===== config.mk =====
export PLATFORM = sky130hd
export DESIGN_NAME = vic_top
export DESIGN_NICKNAME = d
export VERILOG_FILES = /design/src/common/vic_pkg.sv /design/src/rtl/vic_prio_pick.sv /design/src/rtl/vic_top.sv
export VERILOG_INCLUDE_DIRS = /design/src /design/src/common
export SDC_FILE = /design/constraint.sdc
export NUM_CORES = 1
export LEC_CHECK = 0
export BUFFER_PORTS_ARGS = -buffer_cell sky130_fd_sc_hd__buf_2
export CORE_MARGIN = 5
export CORE_UTILIZATION = 25
export DETAILED_ROUTE_END_ITERATION = 10
export GPL_ROUTABILITY_DRIVEN = 0
export PLACE_DENSITY_LB_ADDON = 0.12
export SYNTH_ARGS = -nofsm -noshare
export SYNTH_HDL_FRONTEND = slang
export SYNTH_SLANG_ARGS = --single-unit

===== constraint.sdc =====
create_clock -name clk -period 15.7 [get_ports clk]
set_input_delay 3.925 -clock clk [delete_from_list [all_inputs] [get_ports clk]]
set_output_delay 3.925 -clock clk [all_outputs]
set_load 0.01 [all_outputs]

===== src/common/vic_cfg.svh =====
// Constants of the vectored interrupt controller.
`ifndef VIC_CFG_SVH
`define VIC_CFG_SVH

// Source indexes; the natural priority number is the index plus one.
`define VIC_SRC_EXT0 0
`define VIC_SRC_TMR0 1
`define VIC_SRC_EXT1 2
`define VIC_SRC_TMR1 3
`define VIC_SRC_UART 4
`define VIC_SRC_TMR2 5
`define VIC_SRC_EXT2 6
`define VIC_SRC_EXT3 7
`define VIC_SRC_SPI 8
`define VIC_SRC_WAKE 9
`define VIC_SRC_SUPPLY 10

// Counts.
`define VIC_NUM_SRC 11
`define VIC_NUM_LEVELS 4
`define VIC_NUM_EXT 4

// Vector of source n is base plus n times step (SPI lands on 0043H).
`define VIC_VEC_BASE 16'h0003
`define VIC_VEC_STEP 16'h0008

// Bit positions in the primary enable register.
`define VIC_GATE_BIT 7
`define VIC_PRIMARY_SRC_BITS 6

// Bit positions in the extended enable register.
`define VIC_XEN_SPI 0
`define VIC_XEN_WAKE 1
`define VIC_XEN_SUPPLY 2

// Sources able to wake the device from power-down.
`define VIC_WAKE_MASK 11'h6C5

// Reset values.
`define VIC_RST_INSVC 4'h0
`define VIC_RST_VECTOR 16'h0000
`define VIC_RST_PIN_N 4'hF

`endif


===== src/common/vic_pkg.sv =====
// Types shared by the vectored interrupt controller files.
`default_nettype none
package vic_pkg;
  typedef logic [1:0] vic_level_t;
  typedef logic [3:0] vic_src_t;
  typedef logic [15:0] vic_vec_t;
  typedef logic [10:0] vic_req_t;
  typedef logic [3:0] vic_insvc_t;
endpackage : vic_pkg
`default_nettype wire


===== src/rtl/vic_prio_pick.sv =====
// Priority resolver: highest programmed level, then lowest source index.
`timescale 1ns/1ns
`default_nettype none
`include "vic_cfg.svh"
module vic_prio_pick (
  // Requests and their programmed levels
  input wire vic_pkg::vic_req_t req,
  input wire vic_pkg::vic_req_t lvl_low,
  input wire vic_pkg::vic_req_t lvl_high,
  // Winner
  output logic found,
  output vic_pkg::vic_src_t win_idx,
  output vic_pkg::vic_level_t win_lvl
);

  // Scanning from the highest index down with >= lets a lower index
  // overwrite an equal level, so ties go to the lower natural number.
  always_comb begin
    vic_pkg::vic_level_t lvl;
    lvl = 2'h0;
    found = 1'b0;
    win_idx = 4'h0;
    win_lvl = 2'h0;
    for (int i = `VIC_NUM_SRC - 1; i >= 0; i--) begin
      lvl = {lvl_high[i], lvl_low[i]};
      if (req[i] && (!found || lvl >= win_lvl)) begin
        found = 1'b1;
        win_idx = 4'(i);
        win_lvl = lvl;
      end
    end
  end

endmodule : vic_prio_pick
`default_nettype wire


===== src/rtl/vic_top.sv =====
// Vectored interrupt controller: flags, priority, hardware call, service.
`timescale 1ns/1ns
`default_nettype none
`include "vic_cfg.svh"

// Notes on behaviour
// - Software may write the edge-mode pin flags and the timer 0 and 1 flags, raising interrupts itself.
// - Each source has its own enable; bit 7 gates all of them.
// - An enabled source other than supply drop requests whenever its flag reads one.
// - Serial peripheral: OR of three flags, 0043H, number 9, no wake.
// - Wake timer: overflow flag, 004BH, number 10, wakes power-down.
// - Supply drop: its flag, 0053H, number 11, wakes power-down.
// - Edge pins clear on vectoring; level pins follow inverted pin.
// - Timer 0 and 1 flags clear on vectoring; timer 2 never.
// - Flags are sampled, polled and resolved every machine cycle.
// - No call while equal or higher priority is in service.
// - Call only in the last machine cycle of an instruction.
// - No call on enable or priority writes, or on service return.
// - Blocked requests are not remembered; each poll starts afresh.
// - The call pushes the program counter only, then loads the vector.
// - Service return pops the counter and ends the active service.
// - A plain subroutine return leaves the service state untouched.
// - A level pin still low after return requests again.
// - Supply drop requests only with reset option zero and enabled.
module vic_top (
  // Clock and reset
  input wire logic clk,
  input wire logic sys_rst,
  // External interrupt pins, active low, and trigger modes
  input wire logic [3:0] ext_pin_n,
  input wire logic [3:0] ext_edge_mode,
  // Timer overflow events, one-cycle pulses
  input wire logic timer_zero_overflow_set,
  input wire logic timer_one_overflow_set,
  // Software writes to the flags held here
  input wire logic [3:0] ext_flag_wr_en,
  input wire logic [3:0] ext_flag_wr_data,
  input wire logic [1:0] timer_flag_wr_en,
  input wire logic [1:0] timer_flag_wr_data,
  // Flags held in the peripherals
  input wire logic uart_receive_complete_flag,
  input wire logic uart_send_complete_flag,
  input wire logic timer_two_overflow_flag,
  input wire logic timer_two_ext_flag,
  input wire logic serial_periph_done_flag,
  input wire logic serial_periph_fault_flag,
  input wire logic serial_periph_overrun_flag,
  input wire logic wake_timer_overflow_flag,
  input wire logic supply_drop_flag,
  input wire logic supply_drop_reset_option,
  // Enable registers
  input wire logic [7:0] primary_irq_enable_reg,
  input wire logic [2:0] extended_irq_enable_reg,
  input wire logic [1:0] ext_hi_irq_enable,
  // Priority registers
  input wire logic [5:0] primary_prio_low_reg,
  input wire logic [5:0] primary_prio_high_reg,
  input wire logic [2:0] extended_prio_low_reg,
  input wire logic [2:0] extended_prio_high_reg,
  input wire logic [1:0] ext_hi_prio_low,
  input wire logic [1:0] ext_hi_prio_high,
  // Instruction status from the core
  input wire logic instr_last_cycle,
  input wire logic instr_writes_irq_cfg,
  input wire logic instr_is_return_from_service,
  // Call request to the core
  output logic hardware_long_call,
  output vic_pkg::vic_vec_t call_vector,
  output vic_pkg::vic_src_t call_source,
  // Status
  output vic_pkg::vic_insvc_t in_service,
  output logic [3:0] ext_pin_request_flag,
  output logic timer_zero_overflow_flag,
  output logic timer_one_overflow_flag,
  output logic wake_request,
  output logic irq_request_pending
);

  // Vector address of a source.
  function automatic vic_pkg::vic_vec_t vec_of(input vic_pkg::vic_src_t s);
    vec_of = `VIC_VEC_BASE + 16'(s) * `VIC_VEC_STEP;
  endfunction : vec_of

  // True when nothing at this level or above is being serviced.
  function automatic logic level_free(input vic_pkg::vic_level_t lvl,
                                      input vic_pkg::vic_insvc_t isv);
    level_free = ((isv >> lvl) == 4'h0);
  endfunction : level_free

  // Service state with its highest level retired.
  function automatic vic_pkg::vic_insvc_t retire_top(
      input vic_pkg::vic_insvc_t isv);
    vic_pkg::vic_insvc_t r;
    logic done;
    r = isv;
    done = 1'b0;
    for (int i = `VIC_NUM_LEVELS - 1; i >= 0; i--) begin
      if (r[i] && !done) begin
        r[i] = 1'b0;
        done = 1'b1;
      end
    end
    retire_top = r;
  endfunction : retire_top

  // Flag update where a hardware set beats any clear in the same cycle.
  function automatic logic flag_next(input logic cur, input logic set,
                                     input logic clr);
    flag_next = set | (cur & ~clr);
  endfunction : flag_next

  // Pin levels of the previous machine cycle, for falling-edge detection.
  logic [3:0] pin_prev_n;

  // Source positions of the external pins in the request vector.
  wire [3:0] ext_src_idx [4];
  assign ext_src_idx[0] = 4'(`VIC_SRC_EXT0);
  assign ext_src_idx[1] = 4'(`VIC_SRC_EXT1);
  assign ext_src_idx[2] = 4'(`VIC_SRC_EXT2);
  assign ext_src_idx[3] = 4'(`VIC_SRC_EXT3);

  // Flag assembly per source.
  wire serial_periph_any;
  wire supply_drop_live;
  wire uart_any;
  wire timer_two_any;
  vic_pkg::vic_req_t flag_vec;

  assign serial_periph_any = serial_periph_done_flag |
                             serial_periph_fault_flag |
                             serial_periph_overrun_flag;
  assign supply_drop_live = supply_drop_flag &
                            ~supply_drop_reset_option;
  // Completion flags are only read here; software clears them.
  assign uart_any = uart_receive_complete_flag |
                    uart_send_complete_flag;
  // Timer 2 flags are owned and cleared outside the controller.
  assign timer_two_any = timer_two_overflow_flag | timer_two_ext_flag;

  assign flag_vec[`VIC_SRC_EXT0] = ext_pin_request_flag[0];
  assign flag_vec[`VIC_SRC_TMR0] = timer_zero_overflow_flag;
  assign flag_vec[`VIC_SRC_EXT1] = ext_pin_request_flag[1];
  assign flag_vec[`VIC_SRC_TMR1] = timer_one_overflow_flag;
  assign flag_vec[`VIC_SRC_UART] = uart_any;
  assign flag_vec[`VIC_SRC_TMR2] = timer_two_any;
  assign flag_vec[`VIC_SRC_EXT2] = ext_pin_request_flag[2];
  assign flag_vec[`VIC_SRC_EXT3] = ext_pin_request_flag[3];
  assign flag_vec[`VIC_SRC_SPI] = serial_periph_any;
  assign flag_vec[`VIC_SRC_WAKE] = wake_timer_overflow_flag;
  assign flag_vec[`VIC_SRC_SUPPLY] = supply_drop_live;

  // Enables per source.
  wire global_irq_gate;
  vic_pkg::vic_req_t enable_vec;

  assign global_irq_gate = primary_irq_enable_reg[`VIC_GATE_BIT];
  assign enable_vec = {
    extended_irq_enable_reg[`VIC_XEN_SUPPLY],
    extended_irq_enable_reg[`VIC_XEN_WAKE],
    extended_irq_enable_reg[`VIC_XEN_SPI],
    ext_hi_irq_enable,
    primary_irq_enable_reg[`VIC_PRIMARY_SRC_BITS-1:0]
  };

  // A flag at one requests, however it got there; nothing is latched.
  vic_pkg::vic_req_t req_vec;
  assign req_vec = flag_vec & enable_vec &
                   {`VIC_NUM_SRC{global_irq_gate}};

  // Programmed levels per source.
  vic_pkg::vic_req_t lvl_low_vec;
  vic_pkg::vic_req_t lvl_high_vec;
  assign lvl_low_vec = {extended_prio_low_reg, ext_hi_prio_low,
                        primary_prio_low_reg};
  assign lvl_high_vec = {extended_prio_high_reg, ext_hi_prio_high,
                         primary_prio_high_reg};

  // Priority resolution within the same machine cycle as the sample.
  logic win_found;
  vic_pkg::vic_src_t win_idx;
  vic_pkg::vic_level_t win_lvl;

  vic_prio_pick u_pick (
    .req(req_vec),
    .lvl_low(lvl_low_vec),
    .lvl_high(lvl_high_vec),
    .found(win_found),
    .win_idx(win_idx),
    .win_lvl(win_lvl)
  );

  // Call conditions.
  wire can_preempt;
  wire at_boundary;
  wire not_blocked;
  wire take_call;

  assign can_preempt = level_free(win_lvl, in_service);
  assign at_boundary = instr_last_cycle;
  assign not_blocked = ~instr_writes_irq_cfg &
                       ~instr_is_return_from_service;
  // Every condition is looked at afresh on each edge; a refused poll
  // leaves nothing behind, so a flag that drops meanwhile is lost.
  // That is the intended behaviour, not a race to be fixed.
  assign take_call = win_found & can_preempt & at_boundary & not_blocked;

  // Flags cleared by vectoring: edge-mode pins and timers 0 and 1.
  logic [3:0] ext_vec_clr;
  wire tmr0_vec_clr;
  wire tmr1_vec_clr;

  always_comb begin
    for (int i = 0; i < `VIC_NUM_EXT; i++) begin
      ext_vec_clr[i] = take_call & ext_edge_mode[i] &
                       (win_idx == ext_src_idx[i]);
    end
  end
  assign tmr0_vec_clr = take_call &
                        (win_idx == 4'(`VIC_SRC_TMR0));
  assign tmr1_vec_clr = take_call &
                        (win_idx == 4'(`VIC_SRC_TMR1));

  // Next values of the external pin flags.
  wire [3:0] ext_fall;
  logic [3:0] next_ext_flag;

  // The pin history resets to the idle high level, so a pin already held
  // low when reset ends is taken as a fresh falling edge.
  assign ext_fall = pin_prev_n & ~ext_pin_n;

  always_comb begin
    for (int i = 0; i < `VIC_NUM_EXT; i++) begin
      if (ext_edge_mode[i]) begin
        next_ext_flag[i] = flag_next(ext_pin_request_flag[i],
                             ext_fall[i] |
                             (ext_flag_wr_en[i] & ext_flag_wr_data[i]),
                             ext_vec_clr[i] |
                             (ext_flag_wr_en[i] &
                              ~ext_flag_wr_data[i]));
      end else begin
        // Level mode ignores software and re-requests while low.
        next_ext_flag[i] = ~ext_pin_n[i];
      end
    end
  end

  // Next values of the timer flags.
  wire next_tmr0_flag;
  wire next_tmr1_flag;

  assign next_tmr0_flag = flag_next(timer_zero_overflow_flag,
                            timer_zero_overflow_set |
                            (timer_flag_wr_en[0] & timer_flag_wr_data[0]),
                            tmr0_vec_clr |
                            (timer_flag_wr_en[0] &
                             ~timer_flag_wr_data[0]));
  assign next_tmr1_flag = flag_next(timer_one_overflow_flag,
                            timer_one_overflow_set |
                            (timer_flag_wr_en[1] & timer_flag_wr_data[1]),
                            tmr1_vec_clr |
                            (timer_flag_wr_en[1] &
                             ~timer_flag_wr_data[1]));

  // Next service state. A plain return is invisible here, so only the
  // service return retires a level; a call and that return never coincide.
  vic_pkg::vic_insvc_t next_in_service;

  always_comb begin
    next_in_service = in_service;
    if (take_call) begin
      next_in_service[win_lvl] = 1'b1;
    end else if (instr_is_return_from_service) begin
      next_in_service = retire_top(in_service);
    end
  end

  // Power-down wake: only the capable sources count, so SPI never wakes.
  wire next_wake;
  assign next_wake = |(req_vec & `VIC_WAKE_MASK);

  // Pin history and external pin flags.
  always_ff @(posedge clk) begin
    if (sys_rst) begin
      pin_prev_n <= `VIC_RST_PIN_N;
      ext_pin_request_flag <= 4'h0;
    end else begin
      pin_prev_n <= ext_pin_n;
      ext_pin_request_flag <= next_ext_flag;
    end
  end

  // Timer overflow flags.
  always_ff @(posedge clk) begin
    if (sys_rst) begin
      timer_zero_overflow_flag <= 1'b0;
      timer_one_overflow_flag <= 1'b0;
    end else begin
      timer_zero_overflow_flag <= next_tmr0_flag;
      timer_one_overflow_flag <= next_tmr1_flag;
    end
  end

  // Call request toward the core. The core pushes only the program
  // counter; the status word is the service routine's own business.
  always_ff @(posedge clk) begin
    if (sys_rst) begin
      hardware_long_call <= 1'b0;
      call_vector <= `VIC_RST_VECTOR;
      call_source <= 4'h0;
    end else begin
      hardware_long_call <= take_call;
      if (take_call) begin
        call_vector <= vec_of(win_idx);
        call_source <= win_idx;
      end
    end
  end

  // Service levels change on the same edge as the call pulse, so a
  // back-to-back request at the same level is already refused.
  always_ff @(posedge clk) begin
    if (sys_rst) begin
      in_service <= `VIC_RST_INSVC;
    end else begin
      in_service <= next_in_service;
    end
  end

  // Status toward the power manager and core.
  always_ff @(posedge clk) begin
    if (sys_rst) begin
      wake_request <= 1'b0;
      irq_request_pending <= 1'b0;
    end else begin
      wake_request <= next_wake;
      // Pending lags the poll by one cycle; it is a status bit only and
      // never feeds back into the call decision.
      irq_request_pending <= win_found;
    end
  end

endmodule : vic_top
`default_nettype wire


==> run_results.csv <==
group,metric,value,unit
pwr,ir_drop,0.0512,mV
pwr,sw_frac_of_total,0.335,
synth,netlist_area,0.00235,sq mm
timing,post-route-min-period,15930,ps
pwr,power_frac_seq,0.244,
die,dieWidth,107,microns
finish,final_cell_area,0.00410,sq mm
finish,antenna_cells,0,
clock_network,htreeDepth,1,
die,initial_core_util,0.256,
clock_network,clk_latency,270,ps
placed_design,dp_hpwl,6.77,mm
timing,fmax,0.0628,GHz
synth,yosysWarnings,0,
run_status,violations,"setup timing",
finish,drive_above_1_share,0.534,
pwr,clock_power_share,0.213,
die,dieArea,0.0114,sq mm
timing,tightest_slew,793,ps
pwr,p_leak,0.00207,uW
worst_setup_path,arrival,16120,ps
synth,syn_inst,313,
timing,post-route-period-util,1.01,
die,coreArea,0.00920,sq mm
placed_design,placed_cell_area,0.00348,sq mm
drt,drc,0,
global_routing,grt_pass1_vias,2931,
clock_network,cts_inserted_buffers,3,
global_routing,grt.total_usage,0.145,
worst_setup_path,startpoint_type,"primary input",
global_routing,grt_max_degree,25,
global_routing,grt.busiest_layer,"met2",
global_routing,overflow,0,
timing,worst_slack,-235,ps
placed_design,place_inst,566,
synth,synthArstFlopShare,0,
global_routing,gr-usage-met3,0.0126,
clock_network,clock_tree.root_cell,"clkbuf_8",
timing,fin_skew,6.89,ps
synth,synth_cell_types,67,
pwr,p_switching,85.8,uW
drt,routed_wl,8.58,mm
drt,wl_per_cell,14.0,microns
finish,nets,590,
synth,ys_seq_area_frac,0.187,
clock_network,cts_tree,"built",
timing,hold_viol,0,
global_routing,grt_use_met2,0.262,
worst_setup_path,cp_slowest_cell,"a221o_1",
worst_setup_path,path_max_fanout,6,
global_routing,use_met1,0.189,
timing,slew_headroom,0.458,
clock_network,clock_path_buffers,2,
synth,syn_area_per_cell,7.51,sq um
drt,viasPerCell,4.88,
synth,synth_edf_count,0,
die,io_pins,105,
pwr,power.total,256,uW
clock_network,clkTransAtPathRegs,90,ps
drt,via_count,2979,
worst_setup_path,reg2reg_setup_slack,5720,ps
global_routing,grt_pass1_wl,13.7,mm
worst_setup_path,crit_path_frequent_cell,"buf_4",
worst_setup_path,required,15890,ps
worst_setup_path,cp-end-kind,"flip-flop",
finish,fillers,968,
placed_design,io_buffers,93,
clock_network,clock_sinks,22,
die,rows,35,
synth,synth-main-ff-cell,"dfxtp_1",
timing,slew_viol_final,0,
finish,final_core_util,0.446,
timing,rsz0062_at_grt,"true",
worst_setup_path,worstSetupPathType,"in2reg",
clock_network,postCtsHoldBufs,0,
finish,synthToLayoutAreaGrowth,74.7,%
global_routing,antenna_found_initial,0,
drt,drtPass1Iterations,4,
drt,final_antenna_net_count,0,
min_path,hold_class,"reg2reg",
worst_setup_path,max_stage_delay,370,ps
pwr,comb_power_share,0.543,
finish,final_cells,611,
timing,setup_viol,13,
run,cap_violations,0,
synth,yosys_register_bits,22,
pwr,power_density,62.4,mW/mm^2
die,die_h,107,microns
drt,drt_iter0_drc,83,
run_status,outcome,"complete, but fails checks",
pwr,p_int,170,uW
==> layer usage <==
layer  up-vias  part of all wire
met5         -                 0
met1      1385              0.46
met4         0            0.0064
met3         4             0.039
met2        78              0.50
li1       1512                 -
==> stage by stage <==
step | setup slack (ps) | hold WS [ps] | setup TNS (ps)
after CTS | -322 | 506 | -3050
after global placement | -673 | 471 | -7750
after floorplan | -78.5 | 509 | -78.5
final | -235 | 505 | -1760
after global routing | -859 | 528 | -11020
after detailed placement | -851 | 488 | -10160
==> logic make-up after synthesis <==
| kind of cell | count (synthesis) | share of synthesized area |
|---|---|---|
| compound gates | 102 | 0.333 |
| fa+ha+maj | 18 | 0.0948 |
| buf+inv | 47 | 0.101 |
| flops | 22 | 0.187 |
| mux | 5 | 0.0213 |
| other cells | 1 | 0.00160 |
| simple gates | 118 | 0.260 |
==> power groups by stage <==
stage	clock [uW]	combinational (uW)	sequential (uW)
after floorplan	0	65.7	64.7
after global routing	58.0	152	63.1
after global placement	0	109	63.7
after CTS	56.0	131	62.5
final	54.6	139	62.5
after detailed placement	0	110	63.7
==> cells in the mapped netlist (all sizes together) (5+ instances only) <==
master	n	area share
nor2	27	0.044
inv	24	0.038
dfxtp	22	0.19
a21oi	21	0.051
nand2	21	0.034
buf	20	0.058
nand2b	18	0.048
ha	17	0.091
nand3	16	0.034
o21ai	10	0.021
and3	7	0.019
a21o	6	0.019
a221oi	6	0.025
a31oi	6	0.019
o211a	6	0.026
or2	6	0.016
a211o	5	0.019
a211oi	5	0.018
mux2i	5	0.021
nor3	5	0.011
==> path summary, 6_finish.rpt <==
kind / from / endpoint / cells past startpoint
worst min-delay path: call_vector[1] / call_vector[1] / 2
worst max register to register: ext_pin_request_flag[3] / ext_pin_request_flag[0] / 56
worst max-delay path: supply_drop_reset_option / ext_pin_request_flag[0] / 71
worst min register to register: call_vector[1] / call_vector[1] / 2
==> cells in the final DEF (no fill, tap or decap), drive strengths merged, types with 3 or more instances in the layout <==
cell type and count:
o211ai 3, nor2b 4, a31oi 6, o21ai 10, a211oi 5, dfxtp 22, buf 197, nand2b 18
a21o 6, o211a 6, conb 10, and2 3, nand3 16, a221oi 6, and3 7, nand2 21
a21oi 21, or2 6, mux2i 5, nor3 5, clkbuf 3, ha 17, o21bai 3, inv 24
o31ai 4, a211o 5, nor2 27, o21a 4
==> critical path, delay by kind of cell <==
| family | cells | cell delay [ps] |
|---|---|---|
| buffers and inverters | 14 | 1690 |
| adder cells (fa/ha/maj) | 9 | 2240 |
| AO/OA/AOI/OAI | 30 | 5980 |
| AND/OR/NAND/NOR | 18 | 2280 |
==> repair_timing <==
action	CTS	global route
gates cloned	0	0
setup buffers	34	7
pin swaps	34	30
gates resized for setup	28	15
endpoints found under the hold margin	0	0
setup endpoints to repair	14	16
==> final cells by class <==
type,instances,area [sq um],area share
Clock buffer,3,41.3,0.0101
Clock inverter,1,30.0,0.00732
Inverter,24,90.1,0.0220
Multi-Input combinational cell,253,2100,0.511
Sequential cell,22,440,0.107
Tap cell,111,139,0.0338
Timing Repair Buffer,197,1270,0.309
==> registers in the layout, summed over array words and instances (netlist names) <==
register and count:
timer_one_overflow_flag 1, call_source 4, hardware_long_call 1, irq_request_pending 1, pin_prev_n 4, in_service 4
wake_request 1, ext_pin_request_flag 4, timer_zero_overflow_flag 1, call_vector 1
Note: power is estimated with default switching activity, not from simulation.
